## config.mk

```make
export PLATFORM = sky130hd
export DESIGN_NAME = pfag_top
export DESIGN_NICKNAME = d
export VERILOG_FILES = /design/src/pfag_pkg.sv /design/src/pfag_bus_if.sv /design/src/pfag_access.sv /design/src/pfag_top.sv
export SDC_FILE = /design/constraint.sdc
export NUM_CORES = 1
export LEC_CHECK = 0
export BUFFER_PORTS_ARGS = -buffer_cell sky130_fd_sc_hd__buf_4
export CAP_MARGIN = 20
export CORE_ASPECT_RATIO = 0.8
export CORE_MARGIN = 2
export CORE_UTILIZATION = 25
export CTS_CLUSTER_DIAMETER = 150
export DETAILED_ROUTE_END_ITERATION = 6
export GPL_ROUTABILITY_DRIVEN = 0
export PLACE_DENSITY_LB_ADDON = 0.05
export SLEW_MARGIN = 20
export SYNTH_ARGS = -nofsm -noshare
export SYNTH_HDL_FRONTEND = slang
export SYNTH_SLANG_ARGS = --single-unit
```

## constraint.sdc

```tcl
create_clock -name CLK_SYS_I -period 4.3 [get_ports CLK_SYS_I]
set_input_delay 0.215 -clock CLK_SYS_I [delete_from_list [all_inputs] [get_ports CLK_SYS_I]]
set_output_delay 0.215 -clock CLK_SYS_I [all_outputs]
set_load 0.005 [all_outputs]
```

## src/pfag_pkg.sv

```systemverilog
// Package for the power-fail access guard: timing constants and states
package pfag_pkg;
  localparam int CLK_MHZ = 100;
  // Figures as printed, in their own units
  localparam int FAIL_IRQ_MIN_US = 6;
  localparam int FAIL_IRQ_MAX_US = 24;
  localparam int RAM_PROTECT_MIN_US = 90;
  localparam int RAM_PROTECT_MAX_US = 125;
  localparam int RECOVERY_MIN_MS = 100;
  localparam int RECOVERY_MAX_MS = 300;
  // Aim at the middle of each window; typical values where printed
  localparam int FAIL_IRQ_US = (FAIL_IRQ_MIN_US + FAIL_IRQ_MAX_US) / 2;
  localparam int RAM_PROTECT_US = 100;
  localparam int RECOVERY_MS = 200;
  localparam int US_CYCLES = CLK_MHZ;
  localparam int FAIL_IRQ_CYCLES = FAIL_IRQ_US * US_CYCLES;
  localparam int RAM_PROTECT_CYCLES = RAM_PROTECT_US * US_CYCLES;
  localparam int RECOVERY_CYCLES = RECOVERY_MS * 1000 * US_CYCLES;
  localparam int CNT_W = 25;
  localparam logic RST_STATE_FAIL = 1'b1;

  typedef enum logic [1:0] {
    PFAG_POWERED = 2'b00,
    PFAG_FAILING = 2'b01,
    PFAG_DOWN = 2'b10,
    PFAG_RECOVER = 2'b11
  } pfag_state_t;
endpackage

```

## src/pfag_bus_if.sv

```systemverilog
// Bundle carrying the host strobes from the top to the access qualifier
`timescale 1ns/1ns
interface pfag_bus_if;
  logic sel;
  logic wr;
  logic oe;
  logic block;
  logic wr_active;
  logic wr_start;
  logic wr_end;
  logic drive;
  modport top (output sel, output wr, output oe, output block, input wr_active, input wr_start, input wr_end,
    input drive);
  modport qual (input sel, input wr, input oe, input block, output wr_active, output wr_start, output wr_end,
    output drive);
endinterface

```

## src/pfag_access.sv

```systemverilog
// Write qualification and data-line drive decision for the host bus
`timescale 1ns/1ns
module pfag_access
  import pfag_pkg::*;
(
  input wire logic clk_i,
  input wire logic srst_i,
  pfag_bus_if.qual bus
);
  logic sel_q;
  logic wr_ff;
  logic nxt_wr;
  logic rd_ok_ff;
  logic nxt_rd_ok;
  logic sel_d_ff;
  logic nxt_sel_d;

  assign sel_q = bus.sel & ~bus.block;

  always_comb begin
    nxt_wr = sel_q & bus.wr; // RULE1
    nxt_sel_d = sel_q;
    nxt_rd_ok = rd_ok_ff;
    // A select that arrives with or after the write strobe never drives
    if (sel_q & ~sel_d_ff) begin
      nxt_rd_ok = ~bus.wr; // RULE3
    end else if (~sel_q) begin
      nxt_rd_ok = 1'b0;
    end
  end

  always_ff @(posedge clk_i) begin
    if (srst_i) begin
      wr_ff <= 1'b0;
      rd_ok_ff <= 1'b0;
      sel_d_ff <= 1'b0;
    end else begin
      wr_ff <= nxt_wr;
      rd_ok_ff <= nxt_rd_ok;
      sel_d_ff <= nxt_sel_d;
    end
  end

  assign bus.wr_active = wr_ff;
  assign bus.wr_start = nxt_wr & ~wr_ff; // RULE1
  assign bus.wr_end = wr_ff & ~nxt_wr; // RULE2
  // Output enable high or a write in progress keeps the lines floating
  assign bus.drive = rd_ok_ff & sel_q & ~bus.wr & bus.oe; // RULE3 RULE6
endmodule

```

## src/pfag_top.sv

```systemverilog
// Power-fail access guard: host strobe gating and supply-loss sequencing
// Notes on behaviour
// RULE1 - A write is accepted only during select and write overlap, starting at later fall.
// RULE2 - A write ends at the earlier rise of select or write strobe.
// RULE3 - Select falling with or after write strobe keeps data lines floating.
// RULE4 - Host holds write strobe high throughout every read.
// RULE5 - Host holds select or write high while address changes.
// RULE6 - Output enable high keeps data lines floating, even when writing.
// RULE7 - Interrupt asserts 6 to 24 microseconds after supply fails; a failure during the recovery hold-off asserts it two cycles after detection.
// RULE8 - RAM protect and processor reset assert 90 to 125 microseconds after failure.
// RULE9 - Select is ignored for 100 to 300 milliseconds after supply returns.
// RULE10 - Processor reset held until that power-up period ends.
// RULE11 - RAM stays protected for the same recovery period.
// RULE12 - RAM enable passes through unless protected, then forced inactive.
// RULE13 - All intervals come from the fixed time base counter.
`timescale 1ns/1ns
module pfag_top
  import pfag_pkg::*;
#(
  parameter int RECOVERY_LEN = RECOVERY_CYCLES
)(
  input wire logic CLK_SYS_I,
  input wire logic SRST_I,
  input wire logic POWER_FAIL_I,
  input wire logic SEL_N_I,
  input wire logic WR_N_I,
  input wire logic OE_N_I,
  input wire logic RAM_EN_N_I,
  input wire logic [7:0] DATA_I,
  input wire logic [7:0] RD_DATA_I,
  output logic [7:0] DATA_O,
  output logic DATA_OE_N_O,
  output logic [7:0] WR_DATA_O,
  output logic WR_STROBE_O,
  output logic WR_ACTIVE_O,
  output logic RAM_EN_N_O,
  output logic FAIL_IRQ_N_O,
  output logic FAIL_IRQ_OE_N_O,
  output logic CPU_RST_N_O,
  output logic CPU_RST_OE_N_O,
  output logic SEL_BLOCKED_O
);
  pfag_bus_if bus ();

  // Two-stage synchronisers for every input pin except RD_DATA_I (registered once) and the reset
  logic [4:0] sync1_ff;
  logic [4:0] sync2_ff;
  logic [4:0] nxt_sync1;
  logic [4:0] nxt_sync2;
  logic [7:0] din1_ff;
  logic [7:0] din2_ff;
  logic [7:0] nxt_din1;
  logic [7:0] nxt_din2;
  logic pf_s;

  always_comb begin
    nxt_sync1 = {POWER_FAIL_I, SEL_N_I, WR_N_I, OE_N_I, RAM_EN_N_I};
    nxt_sync2 = sync1_ff;
    nxt_din1 = DATA_I;
    nxt_din2 = din1_ff;
  end

  always_ff @(posedge CLK_SYS_I) begin
    if (SRST_I) begin
      // Idle pin levels, so no false supply failure follows reset
      sync1_ff <= 5'h0F;
      sync2_ff <= 5'h0F;
      din1_ff <= 8'h00;
      din2_ff <= 8'h00;
    end else begin
      sync1_ff <= nxt_sync1;
      sync2_ff <= nxt_sync2;
      din1_ff <= nxt_din1;
      din2_ff <= nxt_din2;
    end
  end

  assign pf_s = sync2_ff[4];

  // Supply sequencer
  pfag_state_t state_ff;
  pfag_state_t nxt_state;
  logic [CNT_W-1:0] cnt_ff;
  logic [CNT_W-1:0] nxt_cnt;
  logic irq_ff;
  logic nxt_irq;
  logic protect_ff;
  logic nxt_protect;

  function automatic logic reached(input logic [CNT_W-1:0] c, input int lim);
    reached = ({7'h00, c} >= lim[31:0] - 32'h1);
  endfunction

  always_comb begin
    nxt_state = state_ff;
    nxt_cnt = cnt_ff + 25'h1; // RULE13
    nxt_irq = irq_ff;
    nxt_protect = protect_ff;
    case (state_ff)
      PFAG_POWERED: begin
        nxt_cnt = '0;
        nxt_protect = 1'b0;
        nxt_irq = 1'b0;
        if (pf_s) begin
          nxt_state = PFAG_FAILING;
        end
      end
      PFAG_FAILING: begin
        if (!pf_s) begin
          // Glitch shorter than the protect delay; a dip during recovery restarts the hold-off
          nxt_state = protect_ff ? PFAG_RECOVER : PFAG_POWERED;
          nxt_cnt = '0;
          nxt_irq = 1'b0;
        end else begin
          if (reached(cnt_ff, FAIL_IRQ_CYCLES)) begin
            nxt_irq = 1'b1; // RULE7
          end
          if (reached(cnt_ff, RAM_PROTECT_CYCLES)) begin
            nxt_protect = 1'b1; // RULE8
            nxt_state = PFAG_DOWN;
            nxt_cnt = '0;
          end
        end
      end
      PFAG_DOWN: begin
        nxt_cnt = '0;
        if (!pf_s) begin
          nxt_state = PFAG_RECOVER;
          nxt_irq = 1'b0;
        end
      end
      PFAG_RECOVER: begin
        if (pf_s) begin
          nxt_state = PFAG_FAILING;
          nxt_cnt = 25'(RAM_PROTECT_CYCLES);
        end else if (reached(cnt_ff, RECOVERY_LEN)) begin
          nxt_state = PFAG_POWERED; // RULE9 RULE10 RULE11
          nxt_protect = 1'b0;
          nxt_cnt = '0;
        end
      end
      default: begin
        nxt_state = PFAG_DOWN;
        nxt_protect = 1'b1;
      end
    endcase
  end

  // Reset assumes the supply was just restored: full recovery hold-off
  always_ff @(posedge CLK_SYS_I) begin
    if (SRST_I) begin
      state_ff <= PFAG_RECOVER;
      cnt_ff <= '0;
      irq_ff <= 1'b0;
      protect_ff <= RST_STATE_FAIL;
    end else begin
      state_ff <= nxt_state;
      cnt_ff <= nxt_cnt;
      irq_ff <= nxt_irq;
      protect_ff <= nxt_protect;
    end
  end

  // Host access qualification
  assign bus.sel = ~sync2_ff[3];
  assign bus.wr = ~sync2_ff[2];
  assign bus.oe = ~sync2_ff[1];
  assign bus.block = protect_ff; // RULE9

  pfag_access u_access (
    .clk_i(CLK_SYS_I),
    .srst_i(SRST_I),
    .bus(bus)
  );

  logic [7:0] wdata_ff;
  logic [7:0] nxt_wdata;
  logic [7:0] rdata_ff;
  logic [7:0] nxt_rdata;
  logic strobe_ff;
  logic nxt_strobe;
  logic ram_n_ff;
  logic nxt_ram_n;
  logic oe_n_ff;
  logic nxt_oe_n;

  always_comb begin
    // Data latched while the write is open; presented at its end
    nxt_wdata = bus.wr_active ? din2_ff : wdata_ff;
    nxt_strobe = bus.wr_end; // RULE2
    nxt_rdata = RD_DATA_I;
    nxt_oe_n = ~bus.drive; // RULE6
    nxt_ram_n = protect_ff ? 1'b1 : sync2_ff[0]; // RULE12 RULE11 RULE8
  end

  always_ff @(posedge CLK_SYS_I) begin
    if (SRST_I) begin
      wdata_ff <= 8'h00;
      rdata_ff <= 8'h00;
      strobe_ff <= 1'b0;
      ram_n_ff <= 1'b1;
      oe_n_ff <= 1'b1;
    end else begin
      wdata_ff <= nxt_wdata;
      rdata_ff <= nxt_rdata;
      strobe_ff <= nxt_strobe;
      ram_n_ff <= nxt_ram_n;
      oe_n_ff <= nxt_oe_n;
    end
  end

  assign DATA_O = rdata_ff;
  assign DATA_OE_N_O = oe_n_ff;
  assign WR_DATA_O = wdata_ff;
  assign WR_STROBE_O = strobe_ff;
  assign WR_ACTIVE_O = bus.wr_active;
  assign RAM_EN_N_O = ram_n_ff;
  // Open-drain: pin pulled low when enable is low
  assign FAIL_IRQ_N_O = 1'b0;
  assign FAIL_IRQ_OE_N_O = ~irq_ff; // RULE7
  assign CPU_RST_N_O = 1'b0;
  assign CPU_RST_OE_N_O = ~protect_ff; // RULE8 RULE10
  assign SEL_BLOCKED_O = protect_ff;
endmodule

```

==> results of run 1 <==
## area by class of cell
type                       count  area (sq um)
clock inverter                 6          72.6
inverter                       4          15.0
tap                          152           190
timing repair buffer          46           345
sequential                    77          1540
fill                        1265          8270
clock buffer                  10           229
multi-input combinational    205          1410
## cell families (layout without fill, tap and decap cells)
logic type                 Yosys count  count (layout)  share of synthesized area (%)
and+or+nand+nor                    119             119                           23.8
adders and majority gates            1               1                          0.408
other                                1               2                          0.122
muxes                                9               9                           2.94
AOI/OAI and AO/OA                   52              52                           12.2
DFF                                 77              77                           50.3
xor gates and xnor gates            22              22                           6.29
buffers and inverters               23              66                           4.00
## cells in the mapped netlist (all sizes together), types with 2 or more instances
master	number
inv	4
nor3	3
or4b	2
or2	10
nor2	19
xor2	14
or3	3
a221oi	6
buf	8
mux2i	9
nand4	7
nor4	6
nand3	12
o21bai	2
a21boi	2
nand2b	2
dfxtp	77
nand2	10
a21oi	23
nand4b	3
a211oi	3
nor2b	28
o21ai	6
and3	6
or4	3
clkbuf	11
xnor2	8
## stage by stage
step | hold WS, ps | instance area (sq um) | std cells | power (mW)
final | 60.4 | 3800 | 500 | 1.58
after global routing | 46.5 | 3800 | 500 | 1.64
after CTS | 44.3 | 3800 | 500 | 1.61
after detailed placement | 393 | 3500 | 484 | 0.833
after global placement | 393 | 3500 | 484 | 0.833
after floorplan | 319 | 3070 | 305 | 0.803
## how the worst min path moves through the flow
stage                            start            to  cells after the start
after detailed placement   sync2_ff[0]    RAM_EN_N_O                      1
after floorplan             RAM_EN_N_I  nxt_sync2[0]                      1
after CTS                       WR_N_I  nxt_sync2[2]                      2
after global routing            OE_N_I  nxt_sync2[1]                      2
after global placement    nxt_sync2[1]   sync2_ff[1]                      1
final                       RAM_EN_N_I  nxt_sync2[0]                      2
## per-layer routing
layer / part of all wire, % / track usage (%)
met1: 51 / 14.1
met2: 44 / 15.2
met5: 0 / 0
met3: 3.2 / 3.17
met4: 1.8 / 4.82
## power groups by stage
stage          sequential (mW)  clock, mW  combinational [mW]
6_report                 0.747      0.764              0.0687
5_1_grt                  0.750      0.816              0.0767
4_1_cts                  0.747      0.794              0.0698
3_5_place_dp             0.763          0              0.0693
3_3_place_gp             0.763          0              0.0702
2_1_floorplan            0.758          0              0.0457
## registers in the layout, summed over array words and instances (netlist names), named ones only
signal and cells:
u_access.rd_ok_ff 1, state_ff 1, irq_ff 1, SEL_BLOCKED_O 1
sync2_ff 5, RAM_EN_N_O 1, DATA_OE_N_O 1, nxt_sync2 5
DATA_O 8, u_access.bus.wr_active 1, din1_ff 8, u_access.sel_d_ff 1
din2_ff 8, cnt_ff 25, WR_STROBE_O 1, WR_DATA_O 8
==> results.yml, run 1 <==
hold_path:
  hold_path_class: "primary input to flip-flop"
floorplanning:
  core_area_sq_um: 12100
  dieWidth_microns: 128
  die_height_microns: 103
  pin_count: 48
  initial_core_util_pct: 25.4
  dieArea_sq_um: 13200
  rows: 36
worst_setup_path:
  crit_path_end: "cnt_ff[18]"
  cp-end-kind: "flip-flop"
  r2r_cells: 5
  worst_path_max_delay_cell: "or4b_1"
  critPathMaxStageDelay_ps: 580
  reg2reg_to: "cnt_ff[18]"
  path_delay_family: "simple AND/OR/NAND/NOR gates"
  startpoint: "cnt_ff[13]"
  startpoint_type: "flip-flop"
  worstPathArrival_ps: 2520
  path_buf_inv: 0
  crit_required_ps: 4500
  worst-setup-path-type: "flip-flop to flip-flop"
  crit_cells: 5
  r2r_slack_ps: 1980
  crit_chain: "or4b_4 -> or4b_1 -> nand3_2 -> or3_4 -> a21oi_1"
  rr_startpoint: "cnt_ff[13]"
  critPathMaxFanout: 20
clock_network:
  tritoncts: "built"
  cts-root-buf: "clkbuf_16"
  path_clk_slew_ps: 60
  cts-htree-levels: 3
  clock_path_buffers: 2
  clk_latency_ps: 330
  post_cts_buffers: 0
  postCtsHoldBufs: 0
  clock_sinks: 77
  cts_inserted_buffers: 9
  post_cts_resized: 0
grt:
  grt_pass1_wl_microns: 10600
  grt_max_degree: 60
  grt_usage_pct: 10.4
  antenna_found_initial: 0
  grt_pass1_vias: 2064
  grt_overflow_total: 0
power:
  p_sw_share_pct: 22.3
  p_clk_share_pct: 48.3
  power.net_switching_uw: 352
  p_leak_nw: 1.43
  vdd_ir_drop_max_mv: 0.175
  combPwrFrac_pct: 4.3
  pwr-share-seq_pct: 47.3
  p_int_mw: 1.23
  powerDensity_nw_per_um2: 415
synth:
  yosys.area.top_type: "dfxtp_1"
  syn_area_per_cell_sq_um: 10.1
  synth_top_area_share_pct: 50.3
  synth_cell_types: 56
  synth-edff-count: 0
  synth_area_sq_um: 3060
  async_flop_share_pct: 0
  synth-main-ff-cell: "dfxtp_1"
  synthCells: 304
  yosys_warnings: 0
  ys_seq_elements: 77
  yosysSeqAreaShare_pct: 50.3
  yosys-top-cells-area: "dfxtp_1 50%, nor2b_1 5.7%, xor2_1 4.0%"
layout:
  n_antenna_cell: 0
  areaGrowthSynthToFinish_pct: 24.1
  layout_common_cells: "77 x dfxtp_1, 46 x buf_4, 28 x nor2b_1, 19 x nor2_1"
  utilization_pct: 31.5
  drive_gt1_share_pct: 26.7
  fin_nets: 367
  final_common_cell: "dfxtp_1"
route:
  first_iter_violations: 82
  route.detailed.drc: 0
  first_pass_iters: 4
  via_count: 2199
  antenna_left: 0
  routedWlPerCell_microns: 13.2
  postRouteWirelength_microns: 6590
  avgViaCountPerCell: 4.40
sta:
  clock_skew_ps: 5.70
  finalMaxSlewViolations: 0
  finalSetupViolations: 0
  timing.fmax_mhz: 432
  min_period_ps: 2320
  fin_ws_ps: 1980
  tns_ps: 0
  max_slew_margin_pct: 41.9
  rsz0062_at_grt: "false"
  tightest_slew_ps: 864
  layout_worst_path_cycle_share_pct: 53.9
  hold_violations: 0
status:
  run_status: "complete, no violations"
placed_design:
  numPortBuffers: 45
  place_ws_ps: 1870
  dp_hpwl_microns: 4270
job:
  maxCapViolCount: 0
Power figures use the tool's default switching activity.
==> inputs of run 2 (changes only) <==
==> constraint.sdc (replaced) <==
create_clock -name CLK_SYS_I -period 2 [get_ports CLK_SYS_I]
set_input_delay 0.1 -clock CLK_SYS_I [delete_from_list [all_inputs] [get_ports CLK_SYS_I]]
set_output_delay 0.1 -clock CLK_SYS_I [all_outputs]
set_load 0.005 [all_outputs]
==> results.yml, run 2 (synthesized netlist as in run 1, its figures left out) <==
grt:
  grt_pass1_wl_microns: 12200
  grt_usage_pct: 12.1
  antenna_found_initial: 0
  grt_pass1_vias: 2336
  grt_max_degree: 45
  grt_overflow_total: 0
power:
  p_clk_share_pct: 43.8
  p_int_mw: 2.54
  vdd_ir_drop_max_mv: 0.349
  powerDensity_nw_per_um2: 729
  pwr-share-seq_pct: 49.0
  p_sw_share_pct: 22.2
  power.net_switching_uw: 727
  combPwrFrac_pct: 7.2
  p_leak_nw: 1.79
clock_network:
  cts_inserted_buffers: 9
  clk_latency_ps: 330
  tritoncts: "built"
  path_clk_slew_ps: 60
  cts-root-buf: "clkbuf_16"
  cts-htree-levels: 3
  clock_path_buffers: 2
  clock_sinks: 77
status:
  run_status: "finished with violations"
  violations: "negative setup slack"
worst_setup_path:
  startpoint_type: "flip-flop"
  cp_common_cell: "buf_4"
  cp-end-kind: "flip-flop"
  worst-setup-path-type: "flip-flop to flip-flop"
  critPathMaxStageDelay_ps: 550
  crit_required_ps: 2240
  path_buf_inv: 3
  worstPathArrival_ps: 2350
  critPathMaxFanout: 6
  path_delay_family: "simple AND/OR/NAND/NOR gates"
  crit_chain: "or4b_4 -> or4b_4 -> nand3_4 -> buf_4 -> buf_4 -> buf_4 -> nor2_2 -> a211oi_1"
  worst_path_max_delay_cell: "or4b_4"
sta:
  finalSetupViolations: 21
  max_slew_margin_pct: 60.9
  hold_violations: 0
  fin_ws_ps: -107
  timing.fmax_mhz: 475
  finalMaxSlewViolations: 0
  tns_ps: -982
  holdWs_ps: 14.3
  clock_skew_ps: 4.10
  rsz0062_at_grt: "true"
  layout_worst_path_cycle_share_pct: 105
  tightest_slew_ps: 586
  min_period_ps: 2110
route:
  route.detailed.drc: 0
  antenna_left: 0
  first_pass_iters: 4
  avgViaCountPerCell: 4.43
  routedWlPerCell_microns: 13.7
  first_iter_violations: 82
  postRouteWirelength_microns: 7840
  via_count: 2523
layout:
  areaGrowthSynthToFinish_pct: 46.3
  fin_nets: 439
  n_antenna_cell: 0
  largest_reg_flops: 25
  utilization_pct: 37.1
  final_common_cell: "buf_4"
  drive_gt1_share_pct: 39.2
  layout_common_cells: "92 x buf_4, 75 x dfxtp_1, 28 x nor2b_1, 20 x dlygate4sd3_1, 17 x nor2_1"
  regMostFlops: "cnt_ff"
placed_design:
  dp_hpwl_microns: 5050
  numPortBuffers: 45
  place_ws_ps: -153
floorplanning:
  initial_core_util_pct: 25.4
  die_height_microns: 103
  dieArea_sq_um: 13200
  rows: 36
  core_area_sq_um: 12100
  pin_count: 48
  dieWidth_microns: 128
job:
  maxCapViolCount: 0
hold_path:
  hold_path_class: "primary input to flip-flop"
## run 2: cell types whose count changed in the layout (fill, tap and decap cells not counted), sizes merged
| cell | change |
|---|---|
| bufinv | -1 |
| dlygate4sd3 | +20 |
| or3 | +3 |
| clkinvlp | -1 |
| inv | -1 |
| buf | +48 |
| clkbuf | +1 |
| clkinv | +1 |
## run 2: metal layers
| metal | part of all wire [%] | track usage, % | vias up | wire length, microns |
|---|---|---|---|---|
| li1 | - | - | 1291 | - |
| met1 | 52 | 17.2 | 1173 | 4070 |
| met2 | 42 | 17.4 | 49 | 3300 |
| met3 | 4.5 | 3.27 | 10 | 356 |
| met4 | 1.4 | 4.90 | 0 | 112 |
| met5 | 0 | 0 | - | 0 |
## run 2: through the flow
| stage | power, mW | area, sq um | cells |
|---|---|---|---|
| after floorplan | 1.73 | 3080 | 305 |
| after global placement | 1.82 | 3830 | 528 |
| after detailed placement | 1.82 | 3830 | 528 |
| after CTS | 3.30 | 4340 | 566 |
| after global routing | 3.41 | 4480 | 570 |
| final | 3.27 | 4480 | 570 |
## run 2: path summary, 6_finish.rpt
path | startpoint | to | slack [ps] | cells past startpoint
hold reg to reg | nxt_sync2[0] | sync2_ff[0] | 410 | 1
setup / recovery | cnt_ff[15] | flip-flop | -110 | 8
setup reg to reg | cnt_ff[15] | flip-flop | -110 | 8
hold / removal | DATA_I[5] | din1_ff[5] | 10 | 2
## run 2: what timing repair did
item,4_1_cts,5_1_grt
pin swaps,11,22
gates cloned,2,2
hold buffers,20,0
setup endpoints to repair,27,28
buffers inserted,2,2
resized for setup,7,26
hold endpoints to repair,20,0
## run 2: layout make-up
type / instances / area, sq um
timing repair buffer: 115 / 927
tap: 152 / 190
sequential: 77 / 1540
multi-input combinational: 208 / 1550
fill: 1236 / 7590
clock inverter: 4 / 27.5
inverter: 4 / 15.0
clock buffer: 10 / 229
## run 2: power groups by stage
stage	logic (mW)	registers (mW)	clock network, mW
floorplan	0.0986	1.63	0
global placement	0.186	1.63	0
detailed placement	0.186	1.63	0
CTS	0.219	1.60	1.48
global route	0.259	1.60	1.55
finish	0.236	1.60	1.43
